$ cat config.mk
export PLATFORM = sky130hd
export DESIGN_NAME = dual_timer_capture_reload
export DESIGN_NICKNAME = d
export VERILOG_FILES = /design/src/rtl/dual_timer_capture_reload.v
export VERILOG_INCLUDE_DIRS = /design/src /design/src/pkg
export SDC_FILE = /design/constraint.sdc
export NUM_CORES = 1
export LEC_CHECK = 0
export BUFFER_PORTS_ARGS = -buffer_cell sky130_fd_sc_hd__buf_2
export CELL_PAD_IN_SITES_DETAIL_PLACEMENT = 1
export CELL_PAD_IN_SITES_GLOBAL_PLACEMENT = 1
export CORE_MARGIN = 3
export CORE_UTILIZATION = 41
export DETAILED_ROUTE_END_ITERATION = 10
export PLACE_DENSITY = 0.78
export SLEW_MARGIN = 20
export SYNTH_ARGS = -nofsm -noshare
export SYNTH_HDL_FRONTEND = slang
export SYNTH_SLANG_ARGS = --single-unit
$ cat constraint.sdc
create_clock -name clock -period 3.3 [get_ports clock]
set_input_delay 0.495 -clock clock [delete_from_list [all_inputs] [get_ports clock]]
set_output_delay 0.495 -clock clock [all_outputs]
set_load 0.05 [all_outputs]
$ cat src/pkg/dual_timer_map.vh
// register map, field positions and reset values of the dual timer block
// assumes a 16-bit plain register port with byte offsets on an 8-bit address
`ifndef DUAL_TIMER_MAP_VH
`define DUAL_TIMER_MAP_VH

`define ADDR_W 8
`define DATA_W 16

`define OFS_AUX_TIMER 8'h00
`define OFS_CORE_TIMER 8'h04
`define OFS_CAPTURE_RELOAD_REG 8'h08
`define OFS_AUX_CTRL 8'h0c
`define OFS_CORE_CTRL 8'h10

// aux control fields
`define AUX_RUN 0
`define AUX_DOWN 1
`define AUX_DIREXT 2
`define AUX_CLK_LO 3
`define AUX_CLK_HI 4
`define AUX_PRE_LO 5
`define AUX_PRE_HI 7
`define AUX_CAPEN 8
`define AUX_EDGE_LO 9
`define AUX_EDGE_HI 10
`define AUX_SRC_LO 11
`define AUX_SRC_HI 12
`define AUX_CLRCAP 13
`define AUX_CTRL_MASK 16'h3fff

// aux clock source codes
`define CLK_PRESC 2'h0
`define CLK_EXT 2'h1
`define CLK_LATCH 2'h2

// capture source codes
`define SRC_PIN 2'h0
`define SRC_FIRST_CNT 2'h1
`define SRC_FIRST_DIR 2'h2
`define SRC_FIRST_BOTH 2'h3

// core control fields
`define CORE_RUN 0
`define CORE_DOWN 1
`define CORE_DIREXT 2
`define CORE_CLKEXT 3
`define CORE_PRE_LO 4
`define CORE_PRE_HI 6
`define CORE_RELOAD 7
`define CORE_OUTEN 8
`define CORE_LATCH 9
`define CORE_CTRL_MASK 16'h03ff

`define TIMER_RESET 16'h0000
`define CTRL_RESET 16'h0000
`define TIMER_MAX 16'hffff

`endif

$ cat src/rtl/dual_timer_capture_reload.v
// second timer module: aux_timer, core_timer and capture_reload_reg
// assumes a single system clock; pins arrive synchronous but are resynchronised anyway
//
// Overview of operation
// - finest count rate is two system clocks
// - two timers plus one shared capture register
// - timers and capture register are 16 bits
// - clock from prescaler or external input
// - direction from software bit or pin
// - core overflow/underflow inverts toggle latch
// - aux may count on toggle latch transitions
// - toggle latch optionally driven on pin
// - core overflows clock compare unit timers
// - reload core from capture register on overflow
// - capture aux value on selected pin edge
// - optionally clear aux after capture
// - first module inputs as capture trigger
`timescale 1ns/100ps
`include "dual_timer_map.vh"

module dual_timer_capture_reload (
  input wire clock,
  input wire nrst,
  input wire [`ADDR_W-1:0] address,
  input wire [`DATA_W-1:0] writeData,
  input wire writeStrobe,
  input wire readStrobe,
  output reg [`DATA_W-1:0] readData,
  input wire auxCountIn,
  input wire auxDirectionIn,
  input wire coreCountIn,
  input wire coreDirectionIn,
  input wire captureInPin,
  input wire firstModuleCountIn,
  input wire firstModuleDirectionIn,
  output reg toggleOutPin,
  output reg compareUnitTimersClock
);

  // bit positions of the pins in the synchroniser bank
  localparam NUM_IN = 7;
  localparam IDX_AUX_CNT = 0;
  localparam IDX_AUX_DIR = 1;
  localparam IDX_CORE_CNT = 2;
  localparam IDX_CORE_DIR = 3;
  localparam IDX_CAP = 4;
  localparam IDX_FIRST_CNT = 5;
  localparam IDX_FIRST_DIR = 6;

  reg [15:0] auxTimer;
  reg [15:0] coreTimer;
  reg [15:0] captureReloadReg;
  reg [15:0] auxCtrl;
  reg [15:0] coreCtrl;
  reg coreToggleLatch;
  reg [7:0] prescCount;

  wire [NUM_IN-1:0] rawIn;
  wire [NUM_IN-1:0] syncIn;
  wire [NUM_IN-1:0] riseIn;
  wire [NUM_IN-1:0] fallIn;

  assign rawIn = {firstModuleDirectionIn, firstModuleCountIn, captureInPin,
    coreDirectionIn, coreCountIn, auxDirectionIn, auxCountIn};

  // two flops per pin, then a third flop only used for edge detection
  // edge flops reset low, so a pin that idles high shows one false rise after reset
  genvar gi;
  generate
    for (gi = 0; gi < NUM_IN; gi = gi + 1)
    begin : syncStage
      reg meta;
      reg stable;
      reg delayed;
      always @(posedge clock)
      begin
        if (!nrst)
        begin
          meta <= 1'b0;
          stable <= 1'b0;
          delayed <= 1'b0;
        end
        else
        begin
          meta <= rawIn[gi];
          stable <= meta;
          delayed <= stable;
        end
      end
      assign syncIn[gi] = stable;
      assign riseIn[gi] = stable & ~delayed;
      assign fallIn[gi] = ~stable & delayed;
    end
  endgenerate

  // prescaler tap: period is 2^(sel+1) clocks, so sel 0 gives one tick per two clocks
  function prescTick;
    input [7:0] cnt;
    input [2:0] sel;
    integer i;
    begin
      prescTick = 1'b1;
      for (i = 0; i < 8; i = i + 1)
        if ((i <= sel) && !cnt[i])
          prescTick = 1'b0;
    end
  endfunction

  // edge select: 1 rising, 2 falling, 3 both, 0 none
  function edgeHit;
    input [1:0] mode;
    input rise;
    input fall;
    begin
      edgeHit = (mode[0] & rise) | (mode[1] & fall);
    end
  endfunction

  // direction: external pin level (high counts down) or software bit
  function countDown;
    input useExt;
    input softDown;
    input pinLevel;
    begin
      countDown = useExt ? pinLevel : softDown;
    end
  endfunction

  // register select, shared by all write decodes
  function regHit;
    input [`ADDR_W-1:0] addr;
    input [`ADDR_W-1:0] ofs;
    begin
      regHit = (addr == ofs);
    end
  endfunction

  wire wrAux = writeStrobe && regHit(address, `OFS_AUX_TIMER);
  wire wrCore = writeStrobe && regHit(address, `OFS_CORE_TIMER);
  wire wrCap = writeStrobe && regHit(address, `OFS_CAPTURE_RELOAD_REG);
  wire wrAuxCtrl = writeStrobe && regHit(address, `OFS_AUX_CTRL);
  wire wrCoreCtrl = writeStrobe && regHit(address, `OFS_CORE_CTRL);

  // core timer
  wire coreDown = countDown(coreCtrl[`CORE_DIREXT], coreCtrl[`CORE_DOWN],
    syncIn[IDX_CORE_DIR]);
  wire coreSrcTick = coreCtrl[`CORE_CLKEXT] ? riseIn[IDX_CORE_CNT] :
    prescTick(prescCount, coreCtrl[`CORE_PRE_HI:`CORE_PRE_LO]);
  wire coreTick = coreCtrl[`CORE_RUN] & coreSrcTick;
  // wrap is judged on the tick itself, so reload, latch and aux step share one cycle
  wire coreWrap = coreTick & (coreDown ? (coreTimer == `TIMER_RESET) :
    (coreTimer == `TIMER_MAX));
  wire [15:0] coreStep = coreDown ? coreTimer - 16'h0001 : coreTimer + 16'h0001;

  // aux timer
  wire [1:0] auxClkSel = auxCtrl[`AUX_CLK_HI:`AUX_CLK_LO];
  wire auxDown = countDown(auxCtrl[`AUX_DIREXT], auxCtrl[`AUX_DOWN],
    syncIn[IDX_AUX_DIR]);
  // clock code 3 parks the aux timer without touching its run bit
  reg auxSrcTick;
  always @*
  begin
    case (auxClkSel)
      `CLK_PRESC: auxSrcTick = prescTick(prescCount, auxCtrl[`AUX_PRE_HI:`AUX_PRE_LO]);
      `CLK_EXT: auxSrcTick = riseIn[IDX_AUX_CNT];
      `CLK_LATCH: auxSrcTick = coreWrap;
      default: auxSrcTick = 1'b0;
    endcase
  end
  wire auxTick = auxCtrl[`AUX_RUN] & auxSrcTick;
  wire [15:0] auxStep = auxDown ? auxTimer - 16'h0001 : auxTimer + 16'h0001;

  // capture trigger
  // capture and clear act three edges after the pin moves, in the edge-detect cycle
  wire [1:0] capEdge = auxCtrl[`AUX_EDGE_HI:`AUX_EDGE_LO];
  reg capTrig;
  always @*
  begin
    case (auxCtrl[`AUX_SRC_HI:`AUX_SRC_LO])
      `SRC_PIN: capTrig = edgeHit(capEdge, riseIn[IDX_CAP], fallIn[IDX_CAP]);
      `SRC_FIRST_CNT: capTrig = edgeHit(capEdge, riseIn[IDX_FIRST_CNT],
        fallIn[IDX_FIRST_CNT]);
      `SRC_FIRST_DIR: capTrig = edgeHit(capEdge, riseIn[IDX_FIRST_DIR],
        fallIn[IDX_FIRST_DIR]);
      `SRC_FIRST_BOTH: capTrig = edgeHit(capEdge, riseIn[IDX_FIRST_CNT],
        fallIn[IDX_FIRST_CNT]) | edgeHit(capEdge, riseIn[IDX_FIRST_DIR],
        fallIn[IDX_FIRST_DIR]);
      default: capTrig = 1'b0;
    endcase
  end
  wire capture = auxCtrl[`AUX_CAPEN] & capTrig;

  // free running: the first tick after a control write may come early in its period
  always @(posedge clock)
  begin
    if (!nrst)
      prescCount <= 8'h00;
    else
      prescCount <= prescCount + 8'h01;
  end

  always @(posedge clock)
  begin
    if (!nrst)
    begin
      auxCtrl <= `CTRL_RESET;
      coreCtrl <= `CTRL_RESET;
    end
    else
    begin
      if (wrAuxCtrl)
        auxCtrl <= writeData & `AUX_CTRL_MASK;
      if (wrCoreCtrl)
        coreCtrl <= writeData & `CORE_CTRL_MASK;
    end
  end

  // software write loads the timer; otherwise a wrap with reload set loads the capture register, else it steps on its tick
  always @(posedge clock)
  begin
    if (!nrst)
      coreTimer <= `TIMER_RESET;
    else if (wrCore)
      coreTimer <= writeData;
    else if (coreWrap && coreCtrl[`CORE_RELOAD])
      coreTimer <= captureReloadReg;
    else if (coreTick)
      coreTimer <= coreStep;
  end

  // clear-on-capture overrides both counting and a same-cycle write
  always @(posedge clock)
  begin
    if (!nrst)
      auxTimer <= `TIMER_RESET;
    else if (capture && auxCtrl[`AUX_CLRCAP])
      auxTimer <= `TIMER_RESET;
    else if (wrAux)
      auxTimer <= writeData;
    else if (auxTick)
      auxTimer <= auxStep;
  end

  // hardware capture wins over a software write landing in the same cycle
  always @(posedge clock)
  begin
    if (!nrst)
      captureReloadReg <= `TIMER_RESET;
    else if (capture)
      captureReloadReg <= auxTimer;
    else if (wrCap)
      captureReloadReg <= writeData;
  end

  // latch is writable for initial phase; a wrap in the same cycle inverts the written value
  always @(posedge clock)
  begin
    if (!nrst)
      coreToggleLatch <= 1'b0;
    else if (wrCoreCtrl)
      coreToggleLatch <= writeData[`CORE_LATCH] ^ coreWrap;
    else if (coreWrap)
      coreToggleLatch <= ~coreToggleLatch;
  end

  always @(posedge clock)
  begin
    if (!nrst)
    begin
      toggleOutPin <= 1'b0;
      compareUnitTimersClock <= 1'b0;
    end
    else
    begin
      toggleOutPin <= coreCtrl[`CORE_OUTEN] & coreToggleLatch;
      compareUnitTimersClock <= coreWrap;
    end
  end

  // read data stand only in the cycle after the strobe; unmapped reads return zero
  // core control reads back the live latch, not the bit last written
  always @(posedge clock)
  begin
    if (!nrst)
      readData <= 16'h0000;
    else if (readStrobe)
    begin
      case (address)
        `OFS_AUX_TIMER: readData <= auxTimer;
        `OFS_CORE_TIMER: readData <= coreTimer;
        `OFS_CAPTURE_RELOAD_REG: readData <= captureReloadReg;
        `OFS_AUX_CTRL: readData <= auxCtrl;
        `OFS_CORE_CTRL: readData <= {coreCtrl[15:10], coreToggleLatch, coreCtrl[8:0]};
        default: readData <= 16'h0000;
      endcase
    end
    else
      readData <= 16'h0000;
  end

endmodule

==> impl_metrics.xml <==
<?xml version="1.0" encoding="UTF-8"?>
<metrics>
  <group name="place">
    <metric name="post-dp-hpwl" unit="µm">17000</metric>
    <metric name="buffer_ports.inserted" unit="">52</metric>
    <metric name="place.gp.congestion" unit="">0.905</metric>
    <metric name="dpl_worst_slack" unit="ns">0.0237</metric>
  </group>
  <group name="clock_network">
    <metric name="clock-sinks" unit="">117</metric>
    <metric name="cts_hold_buf" unit="">0</metric>
    <metric name="tritoncts.num_buffers" unit="">17</metric>
    <metric name="cts_root_buffer" unit="">sky130_fd_sc_hd__clkbuf_16</metric>
    <metric name="clock_path_buffers" unit="">2</metric>
    <metric name="ctsHtreeMaxLevel" unit="">4</metric>
    <metric name="cts_tree" unit="">yes</metric>
    <metric name="post_cts_resized" unit="">1</metric>
    <metric name="clk_transition_reported_paths" unit="ns">0.06</metric>
    <metric name="clock_insertion_delay_at_the_later_pin_of_the_skew_report" unit="ns">0.42</metric>
    <metric name="post-cts-setup-buffers" unit="">0</metric>
  </group>
  <group name="sta">
    <metric name="timing.final.setup_violations" unit="">0</metric>
    <metric name="timing_worst_slew_pin_value" unit="ns">1.02</metric>
    <metric name="timing.slew.headroom" unit="">0.319</metric>
    <metric name="max_freq" unit="MHz">321</metric>
    <metric name="setup_tns" unit="ns">0</metric>
    <metric name="report.final.slew_viol_count" unit="">0</metric>
    <metric name="fin_ws" unit="ns">0.185</metric>
    <metric name="timing.final.hold_violations" unit="">0</metric>
    <metric name="rsz0062_at_grt" unit="">no</metric>
    <metric name="final_min_period_over_clock_period" unit="">0.944</metric>
    <metric name="finalCriticalPeriod" unit="ns">3.12</metric>
    <metric name="timing.clock.skew" unit="ns">0.00966</metric>
  </group>
  <group name="floorplan">
    <metric name="die_w" unit="µm">134</metric>
    <metric name="row_cnt" unit="">46</metric>
    <metric name="die-area" unit="mm²">0.0179</metric>
    <metric name="effective_utilization_at_floorplan" unit="">0.420</metric>
    <metric name="chipHeight" unit="µm">134</metric>
    <metric name="num_io_pins" unit="">53</metric>
    <metric name="floorplan.core_area" unit="mm²">0.0159</metric>
  </group>
  <group name="cells_and_area">
    <metric name="insertedDiodeCount" unit="">0</metric>
    <metric name="area_growth" unit="%">17.8</metric>
    <metric name="multiInputGateArea" unit="mm²">0.00417</metric>
    <metric name="post_route_cells_drive_above_1_share" unit="">0.158</metric>
    <metric name="num-fill-cells" unit="">1907</metric>
    <metric name="register_area" unit="mm²">0.00234</metric>
    <metric name="finish.net_count" unit="">926</metric>
    <metric name="util_after_layout" unit="">0.495</metric>
  </group>
  <group name="detailed_routing">
    <metric name="drt-initial-drc-count" unit="">716</metric>
    <metric name="routed_via_density" unit="">5.90</metric>
    <metric name="route.vias.total" unit="">6423</metric>
    <metric name="drc_errors" unit="">0</metric>
    <metric name="routed_wire_length" unit="µm">22700</metric>
    <metric name="detail-route-antenna-nets" unit="">0</metric>
    <metric name="drt_pass1_iterations" unit="">6</metric>
    <metric name="routed_wire_length_per_instance" unit="µm">20.9</metric>
  </group>
  <group name="global_routing">
    <metric name="most_used_routing_layer_in_global_routing" unit="">met2</metric>
    <metric name="grt_usage" unit="">0.257</metric>
    <metric name="global_route_wire_length_before_repair" unit="µm">36700</metric>
    <metric name="gr-usage-met3" unit="">0.0469</metric>
    <metric name="grt_use_met2" unit="">0.438</metric>
    <metric name="grt.met1_usage" unit="">0.325</metric>
    <metric name="grt-ovfl-total" unit="">0</metric>
    <metric name="vias_in_the_first_global_route" unit="">6787</metric>
    <metric name="grt_start_max_net_pins" unit="">42</metric>
    <metric name="antenna_violations_before_repair" unit="">0</metric>
  </group>
  <group name="pwr">
    <metric name="vdd_ir_drop_max" unit="mV">0.358</metric>
    <metric name="design_power_total" unit="µW">3480</metric>
    <metric name="power.density_cell_area" unit="mW/mm²">442</metric>
    <metric name="p_leak" unit="µW">0.00324</metric>
  </group>
  <group name="yosys">
    <metric name="synth-edff-count" unit="">0</metric>
    <metric name="net_count_synth" unit="">875</metric>
    <metric name="synthDistinctLibCells" unit="">64</metric>
    <metric name="synth_common_cells" unit="">sky130_fd_sc_hd__nand2_1 (137), sky130_fd_sc_hd__dfxtp_1 (117), sky130_fd_sc_hd__o21ai_0 (56)</metric>
    <metric name="synth_area_per_cell" unit="µm²">8.27</metric>
    <metric name="synth_cells" unit="">809</metric>
    <metric name="synth_warnings" unit="">0</metric>
    <metric name="synth-seq-area-share" unit="">0.350</metric>
    <metric name="synth-main-ff-cell" unit="">sky130_fd_sc_hd__dfxtp_1</metric>
    <metric name="synth_top_area_frac" unit="">0.350</metric>
    <metric name="async_flop_share" unit="">0</metric>
    <metric name="yosys.area.top_type" unit="">sky130_fd_sc_hd__dfxtp_1</metric>
    <metric name="largest_cells_by_area_after_synthesis" unit="">sky130_fd_sc_hd__dfxtp_1 (35%), sky130_fd_sc_hd__nand2_1 (7.7%), sky130_fd_sc_hd__ha_1 (5.4%)</metric>
    <metric name="synthesized_area" unit="mm²">0.00669</metric>
    <metric name="synth_most_common_cell" unit="">sky130_fd_sc_hd__nand2_1</metric>
    <metric name="synth.ff_latch_count" unit="">117</metric>
  </group>
  <group name="setup_path">
    <metric name="r2r_end" unit="">coreTimer[15]</metric>
    <metric name="worst-path-stages" unit="">12</metric>
    <metric name="worstPathBufferInverterCount" unit="">2</metric>
    <metric name="setup.worst_path.start_class" unit="">flop</metric>
    <metric name="crit_path_max_fanout" unit="">7</metric>
    <metric name="crit_top_cell" unit="">sky130_fd_sc_hd__a21o_1</metric>
    <metric name="timing.critical_path.arrival" unit="ns">3.42</metric>
    <metric name="timing.critical_path.cells" unit="">mux2i_4 -&gt; inv_2 -&gt; ha_1 -&gt; a21o_1 -&gt; a21o_1 -&gt; o21ai_0 -&gt; a31o_2 -&gt; nor2_1 -&gt; a2111oi_1 -&gt; buf_4 -&gt; nor3_1 -&gt; a211o_1</metric>
    <metric name="r2r_start" unit="">coreCtrl[2]</metric>
    <metric name="startpoint_of_the_worst_setup_timing_path" unit="">coreCtrl[2]</metric>
    <metric name="timing.reg2reg.worst_path_depth" unit="">12</metric>
    <metric name="criticalPathCategory" unit="">flop to flop</metric>
    <metric name="cell_type_group_with_the_largest_total_delay_on_the_critical_path" unit="">compound AO/OA/AOI/OAI gates</metric>
    <metric name="kind_of_capture_point_of_the_worst_setup_path" unit="">flop</metric>
    <metric name="timing.reg2reg.setup_slack" unit="ns">0.18</metric>
    <metric name="worst_path_largest_cell_delay" unit="ns">0.39</metric>
    <metric name="critPathRequiredTime" unit="ns">3.61</metric>
    <metric name="slowest_stage" unit="">sky130_fd_sc_hd__dfxtp_2</metric>
  </group>
  <group name="min_path">
    <metric name="hold-path-cell-count" unit="">2</metric>
    <metric name="holdPathEnd" unit="">syncStage[2].meta</metric>
    <metric name="timing.hold.worst.start" unit="">coreCountIn</metric>
    <metric name="min-delay-path-class" unit="">input pin to flop</metric>
  </group>
  <group name="run">
    <metric name="drv.max_cap_violation_count" unit="">0</metric>
  </group>
  <group name="run_status">
    <metric name="run_status" unit="">completed</metric>
  </group>
</metrics>
[report_power, final]
part | switching [µW] | internal, µW | total, µW
clock network | 773 | 1150 | 1920
registers | 11.8 | 1430 | 1440
logic | 79.0 | 43.6 | 123
total | 864 | 2620 | 3480
[logic make-up after synthesis]
group                    Yosys count  share of synthesized area
buffers and inverters             60                     0.0351
AND/OR/NAND/NOR                  325                      0.237
AO/OA/AOI/OAI                    212                      0.226
multiplexers                      37                     0.0572
XOR/XNOR                          27                     0.0353
adder cells (fa/ha/maj)           31                     0.0602
flip-flops                       117                      0.350
[layer usage]
| layer | vias up | wire (µm) |
|---|---|---|
| li1 | 3024 | - |
| met1 | 3158 | 9920 |
| met2 | 190 | 11000 |
| met3 | 51 | 1180 |
| met4 | 0 | 638 |
| met5 | - | 0 |
[final cells by class]
class | instances | share of cell area
flip-flops and latches | 117 | 0.297
repair buffers | 74 | 0.0539
multi-input cells | 632 | 0.529
clock buffers | 17 | 0.0539
inverters | 18 | 0.00857
well taps | 216 | 0.0343
clock inverters | 15 | 0.0232
[layout by cell type, fill, tap and decap left out, types with 15 or more instances in the layout]
cell                          n
sky130_fd_sc_hd__a21boi_0    28
sky130_fd_sc_hd__a21oi_1     19
sky130_fd_sc_hd__a22oi_1     20
sky130_fd_sc_hd__and2_1      29
sky130_fd_sc_hd__buf_2       52
sky130_fd_sc_hd__buf_4       22
sky130_fd_sc_hd__clkbuf_16   17
sky130_fd_sc_hd__dfxtp_1    116
sky130_fd_sc_hd__ha_1        29
sky130_fd_sc_hd__inv_1       17
sky130_fd_sc_hd__mux2i_1     26
sky130_fd_sc_hd__nand2_1    137
sky130_fd_sc_hd__nand3_1     42
sky130_fd_sc_hd__nor2_1      38
sky130_fd_sc_hd__o211a_1     16
sky130_fd_sc_hd__o21ai_0     55
sky130_fd_sc_hd__xor2_1      15
[worst max-delay path by stage]
stage	to	slack [ns]
4_1_cts	coreTimer[15]	0.06
6_report	coreTimer[15]	0.18
5_1_grt	coreTimer[15]	0.04
2_1_floorplan	coreTimer[15]	0.14
3_5_place_dp	coreTimer[14]	0.02
3_3_place_gp	coreTimer[15]	0.1
[flip-flops by register name (all words and copies together), names as in the netlist, 5 cells and up]
name               flops
auxTimer              16
captureReloadReg      16
coreTimer             16
readData              16
auxCtrl               14
coreCtrl               9
prescCount             8
syncStage.meta         7
syncStage.stable       7
syncStage.delayed      5
[stage by stage]
stage          hold slack (ns)  cell area (µm²)  std cells
6_report                 0.279             7890       1089
5_1_grt                  0.282             7890       1089
4_1_cts                  0.280             7870       1089
3_5_place_dp             0.426             7250       1057
3_3_place_gp             0.415             7250       1057
2_1_floorplan            0.412             6690        809
Note: power is estimated with default switching activity, not from simulation.
